[src/ifch_pkg.sv]
// Constants, register indices, field positions and the state type of the IDE function configuration header.
// It assumes a host bus slave with 32-bit data, where each byte register sits in its own aligned word.
`default_nettype none
package ifch_pkg;
    // Register indices as printed; the byte address is four times the index
    localparam logic [7:0] IFCH_IDX_STAT_LO = 8'h06;
    localparam logic [7:0] IFCH_IDX_STAT_HI = 8'h07;
    localparam logic [7:0] IFCH_IDX_REV = 8'h08;
    localparam logic [7:0] IFCH_IDX_PROGIF = 8'h09;
    localparam logic [7:0] IFCH_IDX_SUBCL = 8'h0A;
    localparam logic [7:0] IFCH_IDX_CLASS = 8'h0B;
    localparam logic [7:0] IFCH_IDX_CACHE = 8'h0C;
    localparam logic [7:0] IFCH_IDX_LAT = 8'h0D;
    localparam logic [7:0] IFCH_IDX_HDR = 8'h0E;
    localparam logic [7:0] IFCH_IDX_SELF_TEST_BYTE = 8'h0F;
    localparam logic [7:0] IFCH_IDX_PBASE_A = 8'h10;
    localparam logic [7:0] IFCH_IDX_PBASE_B = 8'h14;
    localparam logic [7:0] IFCH_IDX_SBASE_A = 8'h18;
    localparam logic [7:0] IFCH_IDX_SBASE_B = 8'h1C;
    localparam logic [7:0] IFCH_IDX_BMBASE = 8'h20;
    localparam logic [7:0] IFCH_IDX_RSVD = 8'h2C;
    localparam logic [7:0] IFCH_IDX_ROM = 8'h30;
    localparam logic [7:0] IFCH_IDX_TIM_FIRST = 8'h40;
    localparam logic [7:0] IFCH_IDX_TIM_LAST = 8'h49;
    localparam int IFCH_TIM_COUNT = 10;
    localparam int IFCH_REC_COUNT = 5;
    // Status high byte fields
    localparam int IFCH_ST_MA = 5;
    localparam int IFCH_ST_RTA = 4;
    localparam int IFCH_ST_STA = 3;
    // Programming interface fields
    localparam int IFCH_PI_BM = 7;
    localparam int IFCH_PI_REPORT = 6;
    localparam int IFCH_PI_PEN = 5;
    localparam int IFCH_PI_SEN = 4;
    localparam int IFCH_PI_SPROG = 3;
    localparam int IFCH_PI_SMODE = 2;
    localparam int IFCH_PI_PPROG = 1;
    localparam int IFCH_PI_PMODE = 0;
    // Fixed values and reset values
    localparam logic [7:0] IFCH_SUBCL_VAL = 8'h01;
    localparam logic [7:0] IFCH_CLASS_VAL = 8'h01;
    localparam logic [7:0] IFCH_CACHE_VAL = 8'h00;
    localparam logic [7:0] IFCH_HDR_VAL = 8'h80;
    localparam logic [7:0] IFCH_SELF_TEST_BYTE_VAL = 8'h00;
    localparam logic [7:0] IFCH_LAT_RST = 8'h00;
    localparam logic [31:0] IFCH_BASE_RST = 32'h00000000;
    localparam logic [7:0] IFCH_TIM_RST = 8'h00;
    localparam logic [7:0] IFCH_REC_MASK = 8'h0F;
    localparam logic [7:0] IFCH_ACT_MASK = 8'h07;
    localparam logic [31:0] IFCH_BMBASE_MASK = 32'hFFFFFFF0;
    // Recovery encoding
    localparam logic [3:0] IFCH_REC_ZERO_CYC = 4'hC;
    localparam logic [3:0] IFCH_REC_LAST_LIN = 4'hB;
    localparam logic [3:0] IFCH_REC_MAX_CYC = 4'hF;
    // Bus master block offsets, 16 bytes
    localparam int IFCH_BM_BITS = 4;
    localparam logic [1:0] IFCH_BM_CMD = 2'h0;
    localparam logic [1:0] IFCH_BM_STAT = 2'h1;
    localparam logic [1:0] IFCH_BM_PTR = 2'h2;
    localparam logic [1:0] IFCH_BM_RSVD = 2'h3;

    typedef struct packed {
        logic ack;
        logic [31:0] rdata;
        logic ma;
        logic rta;
        logic sta;
        logic report;
        logic pen;
        logic sen;
        logic pmode;
        logic smode;
        logic [7:0] lat;
        logic [31:0] pba;
        logic [31:0] pbb;
        logic [31:0] sba;
        logic [31:0] sbb;
        logic [31:0] bmb;
        logic [31:0] rom;
        logic [9:0][7:0] tim;
    } ifch_state_s;

    localparam ifch_state_s IFCH_STATE_RST = '{
        ack: 1'b0, rdata: 32'h00000000, ma: 1'b0, rta: 1'b0, sta: 1'b0,
        report: 1'b1, pen: 1'b1, sen: 1'b1, pmode: 1'b0, smode: 1'b0,
        lat: IFCH_LAT_RST, pba: IFCH_BASE_RST, pbb: IFCH_BASE_RST,
        sba: IFCH_BASE_RST, sbb: IFCH_BASE_RST, bmb: IFCH_BASE_RST,
        rom: IFCH_BASE_RST, tim: {IFCH_TIM_COUNT{IFCH_TIM_RST}}
    };
endpackage
`default_nettype wire

[src/ifch_recov_decode.sv]
// Turns a four-bit recovery code into a count of host bus clock cycles.
// It assumes the code comes straight from a configuration register on the same clock.
`timescale 1ns/1ns
`default_nettype none
module ifch_recov_decode
    import ifch_pkg::*;
(
    input wire logic [3:0] i_code,
    output logic [3:0] o_cycles
);
    always_comb
    begin
        if (i_code == 4'h0)
        begin
            o_cycles = IFCH_REC_ZERO_CYC;
        end
        else if (i_code <= IFCH_REC_LAST_LIN)
        begin
            o_cycles = i_code;
        end
        else if (i_code == IFCH_REC_MAX_CYC)
        begin
            o_cycles = IFCH_REC_MAX_CYC;
        end
        else
        begin
            o_cycles = i_code + 4'h1;
        end
    end
endmodule
`default_nettype wire

[src/ifch_io_decode.sv]
// Host I/O address decode for the bus master block and the native-mode channel blocks.
// It assumes the I/O address and its valid come from logic on the same clock.
`timescale 1ns/1ns
`default_nettype none
module ifch_io_decode
    import ifch_pkg::*;
#(
    parameter int CHAN_BLK_BITS = 3
)
(
    input wire logic i_io_valid,
    input wire logic [31:0] i_io_addr,
    input wire logic [31:0] i_bm_base,
    input wire logic [3:0][31:0] i_chan_base,
    input wire logic [3:0] i_chan_live,
    output logic o_bm_hit,
    output logic o_bm_sec,
    output logic [1:0] o_bm_func,
    output logic [3:0] o_chan_hit
);
    logic [1:0] low_off;

    assign o_bm_hit = i_io_valid && (i_io_addr[31:IFCH_BM_BITS] == i_bm_base[31:IFCH_BM_BITS]);
    assign o_bm_sec = i_io_addr[3];
    assign low_off = i_io_addr[2:1];

    always_comb
    begin
        case (low_off)
            2'h0: o_bm_func = i_io_addr[0] ? IFCH_BM_RSVD : IFCH_BM_CMD;
            2'h1: o_bm_func = i_io_addr[0] ? IFCH_BM_RSVD : IFCH_BM_STAT;
            default: o_bm_func = IFCH_BM_PTR;
        endcase
    end

    // Compatibility channels never hit here, so stale bases stay harmless
    for (genvar g = 0; g < 4; g++)
    begin : g_chan
        assign o_chan_hit[g] = i_io_valid && i_chan_live[g]
            && (i_io_addr[31:CHAN_BLK_BITS] == i_chan_base[g][31:CHAN_BLK_BITS]);
    end
endmodule
`default_nettype wire

[src/ifch_config_header.sv]
// Configuration header of the IDE function: an Avalon-MM slave with one wait state, abort flags,
// programming interface, class bytes, base addresses and timing bytes, plus the I/O decode they steer.
// It assumes event pulses, I/O addresses and enable permissions come from logic on i_mclk.
// Overview of operation
// Own bus master transaction ending in master abort sets the master-abort flag.
// The IDE interrupt request stays high while the master-abort flag is set.
// Writing one clears the master-abort flag; writing zero leaves it.
// Target abort received on own bus master transaction sets received-target-abort.
// Terminating a transaction with target abort as target sets signaled-target-abort.
// Cycles are always claimed with fast select timing; select timing field reads zero.
// Programming interface bit 7 is fixed one: bus master capable.
// Status reporting bit resets to one; then enable bits show real channel state.
// Enable writes may be refused; reads return the real enable state.
// Both channel enable bits reset to one.
// Both programmable-indicator bits are fixed one.
// Operating mode bits pick compatibility or native, writable, reset zero.
// Subclass and class bytes read as one.
// Latency timer byte is fully writable and resets to zero.
// In native mode the four channel bases set the channel decode addresses.
// In compatibility mode channel bases stay read-write but do not decode.
// A 16-byte bus master block is decoded at its programmed base.
// Boot firmware programs the bus master base before use.
// Software should leave the option ROM base unprogrammed.
// Ten timing bytes, recovery and active, set IDE access speed.
// Recovery bytes keep four low bits; the upper four read zero.
// Recovery code maps to 12, 1 to 11, 13 to 15, and 15 cycles.
// Fixed bytes ignore writes and always return their constants.
//
// Added by the designer: the Avalon-MM register port.
`timescale 1ns/1ns
`default_nettype none
module ifch_config_header
    import ifch_pkg::*;
#(
    parameter logic [7:0] REVISION_CODE = 8'h5A, // Arbitrary value
    parameter int CHAN_BLK_BITS = 3
)
(
    input wire logic i_mclk,
    input wire logic i_rstn,
    input wire logic [9:0] i_avs_address,
    input wire logic i_avs_read,
    input wire logic i_avs_write,
    input wire logic [3:0] i_avs_byteenable,
    input wire logic [31:0] i_avs_writedata,
    output logic [31:0] o_avs_readdata,
    output logic o_avs_waitrequest,
    input wire logic i_bm_master_abort,
    input wire logic i_bm_target_abort,
    input wire logic i_tgt_abort_signaled,
    input wire logic i_pri_en_change_ok,
    input wire logic i_sec_en_change_ok,
    input wire logic i_io_valid,
    input wire logic [31:0] i_io_addr,
    output logic o_ide_irq,
    output logic o_devsel_fast,
    output logic o_pri_enabled,
    output logic o_sec_enabled,
    output logic o_pri_native,
    output logic o_sec_native,
    output logic [7:0] o_latency_timer,
    output logic [19:0] o_recovery_cycles,
    output logic [14:0] o_active_code,
    output logic o_bm_hit,
    output logic o_bm_sec,
    output logic [1:0] o_bm_func,
    output logic [3:0] o_chan_hit
);
    ifch_state_s st_reg;
    ifch_state_s st_next;
    logic [7:0] idx;
    logic req;
    logic wr_fire;
    logic [3:0][31:0] chan_base;
    logic [3:0] chan_live;

    assign idx = i_avs_address[9:2];
    assign req = i_avs_read || i_avs_write;
    // One wait state lets read data come from a flip-flop
    assign o_avs_waitrequest = req && !st_reg.ack;
    assign wr_fire = i_avs_write && st_reg.ack;

    function automatic logic [31:0] ifch_merge(input logic [31:0] old_v, input logic [31:0] new_v,
                                               input logic [3:0] be);
        logic [31:0] res;
        res = old_v;
        for (int b = 0; b < 4; b++)
        begin
            if (be[b])
            begin
                res[b*8 +: 8] = new_v[b*8 +: 8];
            end
        end
        return res;
    endfunction

    always_comb
    begin
        logic [7:0] toff;
        logic [7:0] rb;
        logic [31:0] rw;
        logic byte_wr;
        toff = idx - IFCH_IDX_TIM_FIRST;
        rb = 8'h00;
        rw = 32'h00000000;
        byte_wr = wr_fire && i_avs_byteenable[0];
        st_next = st_reg;
        st_next.ack = req && !st_reg.ack;

        // Read path, captured in the wait cycle
        case (idx)
            IFCH_IDX_STAT_LO: rb = 8'h00;
            IFCH_IDX_STAT_HI:
            begin
                rb = 8'h00;
                rb[IFCH_ST_MA] = st_reg.ma;
                rb[IFCH_ST_RTA] = st_reg.rta;
                rb[IFCH_ST_STA] = st_reg.sta;
            end
            IFCH_IDX_REV: rb = REVISION_CODE;
            IFCH_IDX_PROGIF:
            begin
                rb[IFCH_PI_BM] = 1'b1;
                rb[IFCH_PI_REPORT] = st_reg.report;
                rb[IFCH_PI_PEN] = st_reg.report && st_reg.pen;
                rb[IFCH_PI_SEN] = st_reg.report && st_reg.sen;
                rb[IFCH_PI_SPROG] = 1'b1;
                rb[IFCH_PI_SMODE] = st_reg.smode;
                rb[IFCH_PI_PPROG] = 1'b1;
                rb[IFCH_PI_PMODE] = st_reg.pmode;
            end
            IFCH_IDX_SUBCL: rb = IFCH_SUBCL_VAL;
            IFCH_IDX_CLASS: rb = IFCH_CLASS_VAL;
            IFCH_IDX_CACHE: rb = IFCH_CACHE_VAL;
            IFCH_IDX_LAT: rb = st_reg.lat;
            IFCH_IDX_HDR: rb = IFCH_HDR_VAL;
            IFCH_IDX_SELF_TEST_BYTE: rb = IFCH_SELF_TEST_BYTE_VAL;
            IFCH_IDX_PBASE_A: rw = st_reg.pba;
            IFCH_IDX_PBASE_B: rw = st_reg.pbb;
            IFCH_IDX_SBASE_A: rw = st_reg.sba;
            IFCH_IDX_SBASE_B: rw = st_reg.sbb;
            IFCH_IDX_BMBASE: rw = st_reg.bmb;
            IFCH_IDX_ROM: rw = st_reg.rom;
            default:
            begin
                // Reserved and unmapped words read zero
                if (idx >= IFCH_IDX_TIM_FIRST && idx <= IFCH_IDX_TIM_LAST)
                begin
                    rb = st_reg.tim[toff[3:0]];
                end
            end
        endcase
        if (i_avs_read && !st_reg.ack)
        begin
            st_next.rdata = rw | {24'h000000, rb};
        end

        // Write path, at the edge where waitrequest is low
        case (idx)
            IFCH_IDX_STAT_HI:
            begin
                if (byte_wr)
                begin
                    if (i_avs_writedata[IFCH_ST_MA])
                    begin
                        st_next.ma = 1'b0;
                    end
                    if (i_avs_writedata[IFCH_ST_RTA])
                    begin
                        st_next.rta = 1'b0;
                    end
                    if (i_avs_writedata[IFCH_ST_STA])
                    begin
                        st_next.sta = 1'b0;
                    end
                end
            end
            IFCH_IDX_PROGIF:
            begin
                if (byte_wr)
                begin
                    st_next.report = i_avs_writedata[IFCH_PI_REPORT];
                    st_next.smode = i_avs_writedata[IFCH_PI_SMODE];
                    st_next.pmode = i_avs_writedata[IFCH_PI_PMODE];
                    // A refused change simply leaves the real state in place
                    if (i_pri_en_change_ok)
                    begin
                        st_next.pen = i_avs_writedata[IFCH_PI_PEN];
                    end
                    if (i_sec_en_change_ok)
                    begin
                        st_next.sen = i_avs_writedata[IFCH_PI_SEN];
                    end
                end
            end
            IFCH_IDX_LAT:
            begin
                if (byte_wr)
                begin
                    st_next.lat = i_avs_writedata[7:0];
                end
            end
            IFCH_IDX_PBASE_A:
            begin
                if (wr_fire)
                begin
                    st_next.pba = ifch_merge(st_reg.pba, i_avs_writedata, i_avs_byteenable);
                end
            end
            IFCH_IDX_PBASE_B:
            begin
                if (wr_fire)
                begin
                    st_next.pbb = ifch_merge(st_reg.pbb, i_avs_writedata, i_avs_byteenable);
                end
            end
            IFCH_IDX_SBASE_A:
            begin
                if (wr_fire)
                begin
                    st_next.sba = ifch_merge(st_reg.sba, i_avs_writedata, i_avs_byteenable);
                end
            end
            IFCH_IDX_SBASE_B:
            begin
                if (wr_fire)
                begin
                    st_next.sbb = ifch_merge(st_reg.sbb, i_avs_writedata, i_avs_byteenable);
                end
            end
            IFCH_IDX_BMBASE:
            begin
                if (wr_fire)
                begin
                    st_next.bmb = ifch_merge(st_reg.bmb, i_avs_writedata, i_avs_byteenable)
                        & IFCH_BMBASE_MASK;
                end
            end
            IFCH_IDX_ROM:
            begin
                if (wr_fire)
                begin
                    st_next.rom = ifch_merge(st_reg.rom, i_avs_writedata, i_avs_byteenable);
                end
            end
            default:
            begin
                if (byte_wr && idx >= IFCH_IDX_TIM_FIRST && idx <= IFCH_IDX_TIM_LAST)
                begin
                    // Even bytes are recovery, odd bytes active
                    st_next.tim[toff[3:0]] = i_avs_writedata[7:0]
                        & (toff[0] ? IFCH_ACT_MASK : IFCH_REC_MASK);
                end
            end
        endcase

        // Hardware sets win over a clear in the same cycle
        if (i_bm_master_abort)
        begin
            st_next.ma = 1'b1;
        end
        if (i_bm_target_abort)
        begin
            st_next.rta = 1'b1;
        end
        if (i_tgt_abort_signaled)
        begin
            st_next.sta = 1'b1;
        end
    end

    always_ff @(posedge i_mclk)
    begin
        if (!i_rstn)
        begin
            st_reg <= IFCH_STATE_RST;
        end
        else
        begin
            st_reg <= st_next;
        end
    end

    assign o_avs_readdata = st_reg.rdata;
    assign o_ide_irq = st_reg.ma;
    assign o_devsel_fast = 1'b1;
    assign o_pri_enabled = st_reg.pen;
    assign o_sec_enabled = st_reg.sen;
    assign o_pri_native = st_reg.pmode;
    assign o_sec_native = st_reg.smode;
    assign o_latency_timer = st_reg.lat;
    assign chan_base = {st_reg.sbb, st_reg.sba, st_reg.pbb, st_reg.pba};
    assign chan_live = {{2{st_reg.smode && st_reg.sen}}, {2{st_reg.pmode && st_reg.pen}}};

    for (genvar g = 0; g < IFCH_REC_COUNT; g++)
    begin : g_tim
        ifch_recov_decode u_rec (
            .i_code(st_reg.tim[2*g][3:0]),
            .o_cycles(o_recovery_cycles[g*4 +: 4])
        );
        assign o_active_code[g*3 +: 3] = st_reg.tim[2*g+1][2:0];
    end

    ifch_io_decode #(
        .CHAN_BLK_BITS(CHAN_BLK_BITS)
    ) u_dec (
        .i_io_valid(i_io_valid),
        .i_io_addr(i_io_addr),
        .i_bm_base(st_reg.bmb),
        .i_chan_base(chan_base),
        .i_chan_live(chan_live),
        .o_bm_hit(o_bm_hit),
        .o_bm_sec(o_bm_sec),
        .o_bm_func(o_bm_func),
        .o_chan_hit(o_chan_hit)
    );
endmodule
`default_nettype wire

[config.mk]
export PLATFORM = sky130hd
export DESIGN_NAME = ifch_config_header
export DESIGN_NICKNAME = d
export VERILOG_FILES = /design/src/ifch_pkg.sv /design/src/ifch_recov_decode.sv /design/src/ifch_io_decode.sv /design/src/ifch_config_header.sv
export SDC_FILE = /design/constraint.sdc
export NUM_CORES = 1
export LEC_CHECK = 0
export BUFFER_PORTS_ARGS = -buffer_cell sky130_fd_sc_hd__buf_4
export CELL_PAD_IN_SITES_DETAIL_PLACEMENT = 0
export CELL_PAD_IN_SITES_GLOBAL_PLACEMENT = 1
export CORE_MARGIN = 5
export CORE_UTILIZATION = 40
export DETAILED_ROUTE_END_ITERATION = 7
export GPL_ROUTABILITY_DRIVEN = 0
export PLACE_DENSITY = 0.84
export SYNTH_ARGS = -nofsm -noshare
export SYNTH_HDL_FRONTEND = slang
export SYNTH_HIERARCHICAL = 1
export SYNTH_SLANG_ARGS = --single-unit
[constraint.sdc]
create_clock -name i_mclk -period 1.6 [get_ports i_mclk]
set_input_delay 0.08 -clock i_mclk [delete_from_list [all_inputs] [get_ports i_mclk]]
set_output_delay 0.08 -clock i_mclk [all_outputs]
set_load 0.1 [all_outputs]
==> results.toml, run 1 <==
[outcome]
status = "finished with violations"
failed_checks = "setup timing"

[timing]
slew_headroom = 0.6128
fin_ws_ns = -0.8066
fin_crit_ns = 2.407
worst_slew_pin_slew_ns = 0.5789
setup_viol = 25
holdWs_ns = 0.003618
fin_worst_skew_ns = 0.02235
finalCritPeriodShare = 1.504
rsz0062_at_grt = "yes"
tns_ns = -9.679
hold_viol = 0
max_freq_mhz = 415.5
drv_slew = 0

[cts]
root_buffer = "clkbuf_16"
clk_latency_ns = 0.60
h-tree-depth = 1
cts_buffer_depth = 3
cts_tree = "done"
cts_num_sinks = 277
clk_pin_slew_ns = 0.06
cts_buffers = 31

[die]
die_area_um2 = 42060
row_count = 71
fp.dieW_um = 205.1
core_um2 = 37580
start_util = 0.4051
io_pins = 178
die_y_um = 205.1

[route]
detail-route-antenna-nets = 0
drc_errors = 0
drt_wl_total_um = 57220
vias = 15000
drt_first_pass_iters = 5
avgViaCountPerCell = 5.559
initialDrtViolationCount = 1451
wl_per_cell_um = 21.21

[layout]
fin_cells = 2698
n_antenna_cell = 0
largest_reg_flops = 128
area_delta_synth_final_pct = 42.80
final_nets = 2260
drive_above_1_share = 0.3484

[pwr]
ir_worst_vdd_v = 0.0008422
p_leak_nw = 8.282
finalPower_mw = 16.55
powerDensity_nw_per_um2 = 761.3

[worst_setup_path]
path_max_fanout = 2
cp-end-kind = "primary output"
critPathKind = "reg2out"
critPathMaxStageDelay_ns = 0.34
cp.arrival_ns = 2.33
r2r_start = "st_reg[48]"
worstPathRequired_ns = 1.52
cpMaxStageDelayCell = "dfxtp_2"
crit_start = "chan_base[29]"
start_kind = "register"
cpMostUsedCell = "nor4_4"
cp_cell_sequence = "xor2_2, nor4_4, buf_4, nand4_1, nor4_4, buf_6"

[global_routing]
use_met3 = 0.06712
globalRouteTotalUtil = 0.2610
grt_pass1_wl_um = 86540
gr-usage-met1 = 0.3491
use_met2 = 0.4124
top_usage_layer = "met2"
grt_max_degree = 104
grt_pass1_vias = 14800
antenna_found_initial = 0
grt_overflow = 0

[place]
dp_hpwl_um = 41320
post-place-cells = 2565
numPortBuffers = 174

[logic_synthesis]
syn_nets = 1884
ys_warn_count = 6
synth_area_per_cell_um2 = 8.523
syn_inst = 1786
syn_area_um2 = 15220

[worst_hold_path]
worstHoldStart = "i_avs_byteenable[3]"
hp-class = "in2reg"

[run]
max-cap-violations = 0
## layer usage
metal / wire length [um] / vias to the layer above
li1: - / 6941
met1: 23890 / 7289
met2: 25780 / 644
met3: 5548 / 125
met4: 2001 / 0
met5: 0 / -
## layout make-up
class | count | area [um^2]
tap | 511 | 639.4
inverter | 16 | 82.58
clock inverter | 13 | 140.1
multi-input combinational | 1285 | 9422
sequential | 277 | 5634
fill | 3221 | 15840
timing repair buffer | 551 | 4910
clock buffer | 45 | 909.6
## report_power, final
part	internal, mW	switching [mW]	leakage (nW)	total [mW]
Sequential	6.93	0.0438	2.26	6.98
Clock	4.29	3.08	0.517	7.36
Combinational	0.793	1.41	5.51	2.21
Total	12.0	4.54	8.28	16.5
## worst max-delay path, delay by kind of cell (launching register included)
family / cells / cell delay (ns)
xor+xnor: 1 / 0.17
buf+inv: 2 / 0.46
flops: 1 / 0.34
simple gates: 3 / 0.77
## through the flow
stage	setup WS, ns	util	cell area, um^2
4_1_cts	-0.8347	0.5684	21360
6_report	-0.8066	0.5785	21740
5_1_grt	-0.8199	0.5785	21740
3_3_place_gp	-0.4671	0.5055	19000
3_5_place_dp	-0.4740	0.5055	19000
2_1_floorplan	-0.4920	-	15670
## layout by cell type (no fill, tap or decap), drive strengths merged, types with 17 or more instances in the layout
cell           n
a21boi       175
a21oi         56
a221oi        49
a22oi         33
and3          18
buf          512
clkbuf        45
dfxtp        277
dlygate4sd3   39
inv           19
mux2i         73
nand2        264
nand3        134
nand4         17
nor2          63
nor2b         69
nor4          32
o21ai         77
xnor2         39
xor2         104
## final timing paths
kind	to	slack, ns	depth (start not counted)
worst max register to register	o_avs_readdata[0]	0.01	6
worst max-delay path	o_chan_hit[0]	-0.81	6
worst min register to register	st_reg[59]	0.43	2
worst min-delay path	chan_base[60]	0.004	4
## what timing repair did
action,CTS,global route
hold buffers,39,0
pin swaps,31,37
resized for setup,172,61
setup endpoints to repair,83,98
cloned,0,1
endpoints found under the hold margin,244,0
setup buffers,21,18
Note: power is estimated with default switching activity, not from simulation.
==> run 2, diff against run 1 <==
--- a/config.mk
+++ b/config.mk
@@ -8,7 +8,7 @@
 export BUFFER_PORTS_ARGS = -buffer_cell sky130_fd_sc_hd__buf_4
 export CELL_PAD_IN_SITES_DETAIL_PLACEMENT = 0
 export CELL_PAD_IN_SITES_GLOBAL_PLACEMENT = 1
-export CORE_MARGIN = 5
+export CORE_MARGIN = 2
 export CORE_UTILIZATION = 40
 export DETAILED_ROUTE_END_ITERATION = 7
 export GPL_ROUTABILITY_DRIVEN = 0
==> run 2 against run 1 <==
  * The flow still finishes with violations (setup timing)
  * Clock skew down 0.0043 ns
  * Power down 3.7%
  * Critical endpoint is now o_chan_hit[1]
  * Via count up 0.61%
  * Clock-buffer cell count unchanged
  * Sequential power about the same
  * Setup slack better by 0.046 ns
  * Highest routed layer unchanged
  * First-iteration DRC count up 5.4%
  * Combinational power about the same
==> results.toml, run 2 (synthesis gave the netlist of run 1 again) <==
[outcome]
status = "finished with violations"
failed_checks = "setup timing"

[worst_setup_path]
cpMaxStageDelayCell = "nor4_4"
path_max_fanout = 2
cp.arrival_ns = 2.28
critPathMaxStageDelay_ns = 0.35
worstPathRequired_ns = 1.52
worstReg2RegEnd = "o_avs_readdata[1]"
rrSetupSlack_ns = -0.02
crit_start = "chan_base[62]"
r2r_start = "st_reg[17]"
cp_cell_sequence = "xor2_1, nor4_2, nand4_1, nor4_4, buf_6"
cp-end-kind = "primary output"
r2r_cells = 6
critPathKind = "reg2out"
start_kind = "register"

[route]
avgViaCountPerCell = 5.631
initialDrtViolationCount = 1529
drt_wl_total_um = 56880
vias = 15090
drc_errors = 0
wl_per_cell_um = 21.22
detail-route-antenna-nets = 0
drt_first_pass_iters = 6

[timing]
setup_viol = 26
tns_ns = -9.348
worst_slew_pin_slew_ns = 0.4939
drv_slew = 0
fin_worst_skew_ns = 0.01810
fin_crit_ns = 2.360
rsz0062_at_grt = "yes"
finalCritPeriodShare = 1.475
fin_ws_ns = -0.7605
max_freq_mhz = 423.6
slew_headroom = 0.6622
hold_viol = 0

[place]
place_ws_ns = -0.4077
dp_hpwl_um = 40310
numPortBuffers = 174
place_area_um2 = 18930

[cts]
cts_tree = "done"
h-tree-depth = 1
cts_buffers = 31
root_buffer = "clkbuf_16"
clk_latency_ns = 0.58
cts_buffer_depth = 3
clk_pin_slew_ns = 0.06
cts_num_sinks = 277

[layout]
drive_above_1_share = 0.3338
area_delta_synth_final_pct = 41.28
n_antenna_cell = 0
final_cell_mix = "417 x buf_4, 248 x nand2_1, 244 x dfxtp_1, 133 x nand3_1, 112 x a21boi_0"
largest_reg_flops = 128
final_nets = 2245
fin_area_um2 = 21510
layout_commonest_cell = "buf_4"

[pwr]
p_leak_nw = 8.129
ir_worst_vdd_v = 0.0008003
powerDensity_nw_per_um2 = 741.1
finalPower_mw = 15.94

[global_routing]
grt_pass1_wl_um = 85070
globalRouteTotalUtil = 0.2779
antenna_found_initial = 0
grt_max_degree = 96
grt_pass1_vias = 14600
grt_overflow = 0

[die]
die_area_um2 = 39630
core_um2 = 37580
fp.dieW_um = 199.1
io_pins = 178
row_count = 71
die_y_um = 199.1
start_util = 0.4051

[run]
max-cap-violations = 0

[worst_hold_path]
worstHoldStart = "i_avs_byteenable[3]"
hp-class = "in2reg"
worst_hold_path.endpoint = "st_reg[110]"
min_path_cells = 4
[run 2: worst max-delay path, delay by kind of cell, from the launching register on]
family	cells	cell delay [ns]
DFF	1	0.32
buffers and inverters	1	0.27
xor gates and xnor gates	1	0.20
and+or+nand+nor	3	0.91
[run 2: worst max-delay path by stage]
stage / slack [ns] / endpoint / depth (start not counted)
after floorplan: -0.49 / o_chan_hit[1] / 4
after global placement: -0.40 / o_chan_hit[1] / 5
after detailed placement: -0.41 / o_chan_hit[1] / 5
after CTS: -0.77 / o_chan_hit[1] / 5
after global routing: -0.85 / o_chan_hit[0] / 6
final: -0.76 / o_chan_hit[1] / 5
[run 2: metal layers]
metal	GRT usage	up-vias	routed length, um	share of wire
li1	-	6929	-	-
met1	0.3772	7270	24010	0.42
met2	0.4345	738	25430	0.45
met3	0.06177	154	5324	0.094
met4	0.09619	0	2121	0.037
met5	0	-	0	0
[run 2: cell type report]
type / count / area, um^2
clock buffers: 45 / 858.3
clock inverters: 10 / 77.57
fillers: 3226 / 16070
inverters: 16 / 75.07
multi-input cells: 1285 / 9348
flip-flops and latches: 277 / 5622
well taps: 511 / 639.4
repair buffers: 536 / 4886
[run 2: through the flow]
step,cells,hold WS [ns],util
2_1_floorplan,1786,0.2117,-
3_3_place_gp,2539,0.3096,0.5036
3_5_place_dp,2539,0.3222,0.5036
4_1_cts,2655,0.06804,0.5629
5_1_grt,2680,0.1222,0.5723
6_report,2680,0.1059,0.5723
[run 2: timing repair]
item,in CTS,in global routing
setup buffers,23,26
resized for setup,163,39
setup endpoints to repair,34,90
hold endpoints to repair,243,0
pin swaps,25,25
hold buffers,39,0
[run 2: report_power, final]
group / total (mW) / switching (mW) / internal [mW]
clock network: 6.77 / 2.93 / 3.84
registers: 6.98 / 0.0402 / 6.94
logic: 2.19 / 1.41 / 0.782
==> run 3, diff against run 2 <==
--- a/config.mk
+++ b/config.mk
@@ -9,10 +9,10 @@
 export CELL_PAD_IN_SITES_DETAIL_PLACEMENT = 0
 export CELL_PAD_IN_SITES_GLOBAL_PLACEMENT = 1
 export CORE_MARGIN = 2
-export CORE_UTILIZATION = 40
+export CORE_UTILIZATION = 45
 export DETAILED_ROUTE_END_ITERATION = 7
 export GPL_ROUTABILITY_DRIVEN = 0
-export PLACE_DENSITY = 0.84
+export PLACE_DENSITY = 0.89
 export SYNTH_ARGS = -nofsm -noshare
 export SYNTH_HDL_FRONTEND = slang
 export SYNTH_HIERARCHICAL = 1
==> constraint.sdc (replaced) <==
create_clock -name i_mclk -period 2.4 [get_ports i_mclk]
set_input_delay 0.12 -clock i_mclk [delete_from_list [all_inputs] [get_ports i_mclk]]
set_output_delay 0.12 -clock i_mclk [all_outputs]
set_load 0.1 [all_outputs]
==> run 3 against run 2 <==
  * The flow now finishes without violations
  * Cell area decreased by 15%
  * Non-clock buffer count decreased by 264
  * Largest power group is now clock
  * Critical path depth stayed put
  * Routed wire length fell by 13%
  * Core utilization is 2.8 points lower
  * Highest routed layer unchanged
  * First-iteration DRC count shrank 14%
==> results.toml, run 3 (synthesis gave the netlist of run 1 again) <==
[outcome]
status = "complete, no violations"

[cts]
cts_buffer_depth = 3
postCtsSetupRepairBufs = 0
h-tree-depth = 1
cts_tree = "done"
clk_pin_slew_ns = 0.06
root_buffer = "clkbuf_16"
clk_latency_ns = 0.57
cts_num_sinks = 277
cts_buffers = 31

[route]
wl_per_cell_um = 21.00
vias = 13740
drt_first_pass_iters = 7
drc_errors = 0
initialDrtViolationCount = 1309
drt_wl_total_um = 49440
detail-route-antenna-nets = 0
avgViaCountPerCell = 5.835

[die]
die_y_um = 187.9
core_um2 = 33450
io_pins = 178
fp.dieW_um = 187.9
start_util = 0.4551
row_count = 67
die_area_um2 = 35310

[place]
numPortBuffers = 174
place_ws_ns = 0.3250
post-place-cells = 2255
place_area_um2 = 16510
dp_hpwl_um = 35440

[global_routing]
globalRouteTotalUtil = 0.2728
grt_max_degree = 98
grt_pass1_wl_um = 76450
grt_overflow = 0
grt_pass1_vias = 13430
use_met2 = 0.4443
antenna_found_initial = 0
use_met3 = 0.04454
gr-usage-met1 = 0.3631
top_usage_layer = "met2"

[pwr]
ir_worst_vdd_v = 0.0006351
power.switching_mw = 2.898
finalPower_mw = 10.66
p_leak_nw = 6.497
clkPwrFrac = 0.438
powerDensity_nw_per_um2 = 585.8
intPower_mw = 7.762
seqPwrFrac = 0.437
p_sw_frac = 0.2719
comb_power_share = 0.125

[timing]
setup_viol = 0
worst_slew_pin_slew_ns = 0.7121
holdWs_ns = 0.04944
slew_headroom = 0.5130
rsz0062_at_grt = "yes"
finalCritPeriodShare = 0.9974
max_freq_mhz = 417.8
fin_crit_ns = 2.394
tns_ns = 0
fin_worst_skew_ns = 0.009396
drv_slew = 0
hold_viol = 0
fin_ws_ns = 0.006226

[layout]
area_delta_synth_final_pct = 19.55
regArea_um2 = 5579
drive_above_1_share = 0.1988
utilization = 0.5441
final_nets = 1981
nFillCells = 3030
n_antenna_cell = 0
fin_area_um2 = 18200
multi_input_area_um2 = 8760
fin_cells = 2354
final_cell_mix = "258 x nand2_1, 256 x dfxtp_1, 217 x buf_4, 133 x nand3_1, 113 x a21boi_0"
largest_reg_flops = 128
layout_commonest_cell = "nand2_1"

[worst_setup_path]
cp.arrival_ns = 2.27
r2r_start = "st_reg[320]"
start_kind = "register"
path_max_fanout = 3
cpMaxStageDelayCell = "nor4_1"
worstPathRequired_ns = 2.28
crit_start = "chan_base[84]"
critical_path_buf_inv_count = 1
critPathMaxStageDelay_ns = 0.39
critPathKind = "reg2out"
critPathTopFamily = "simple AND/OR/NAND/NOR gates"
cp_cell_sequence = "xor2_1, nor4_1, nand4_1, nor4_4, buf_6"
cp-end-kind = "primary output"

[run]
max-cap-violations = 0

[worst_hold_path]
hp-class = "in2reg"
worstHoldStart = "i_rstn"
-- run 3: power groups by stage --
stage	combinational, mW	clock, mW	sequential (mW)
2_1_floorplan	0.841	0	4.77
3_3_place_gp	1.22	0	4.77
3_5_place_dp	1.23	0	4.77
4_1_cts	1.29	4.69	4.67
5_1_grt	1.38	4.87	4.67
6_report	1.33	4.67	4.66
-- run 3: layout make-up --
class	instances	share of cell area
inverters	16	0.003300
repair buffers	272	0.1235
clock buffers	47	0.04978
clock inverters	9	0.004744
well taps	448	0.03080
multi-input cells	1285	0.4813
flip-flops and latches	277	0.3066
-- run 3: per-layer routing --
metal / vias up / share of wire
li1: 6375 / -
met1: 6683 / 0.42
met2: 562 / 0.46
met3: 115 / 0.076
met4: 0 / 0.040
met5: - / 0
-- run 3: timing repair --
action | 4_1_cts | 5_1_grt
hold buffers | 43 | 0
endpoints found under the hold margin | 230 | 0
resized for setup | 17 | 38
endpoints found under the setup margin | 4 | 5
pin swaps | 8 | 24
-- run 3: worst paths after layout --
path | to | slack (ns) | cells after the start
worst min-delay path | chan_base[62] | 0.05 | 2
worst max-delay path | o_chan_hit[2] | 0.006 | 5
worst max register to register | o_pri_enabled | 0.14 | 7
worst min register to register | st_reg[59] | 0.43 | 2
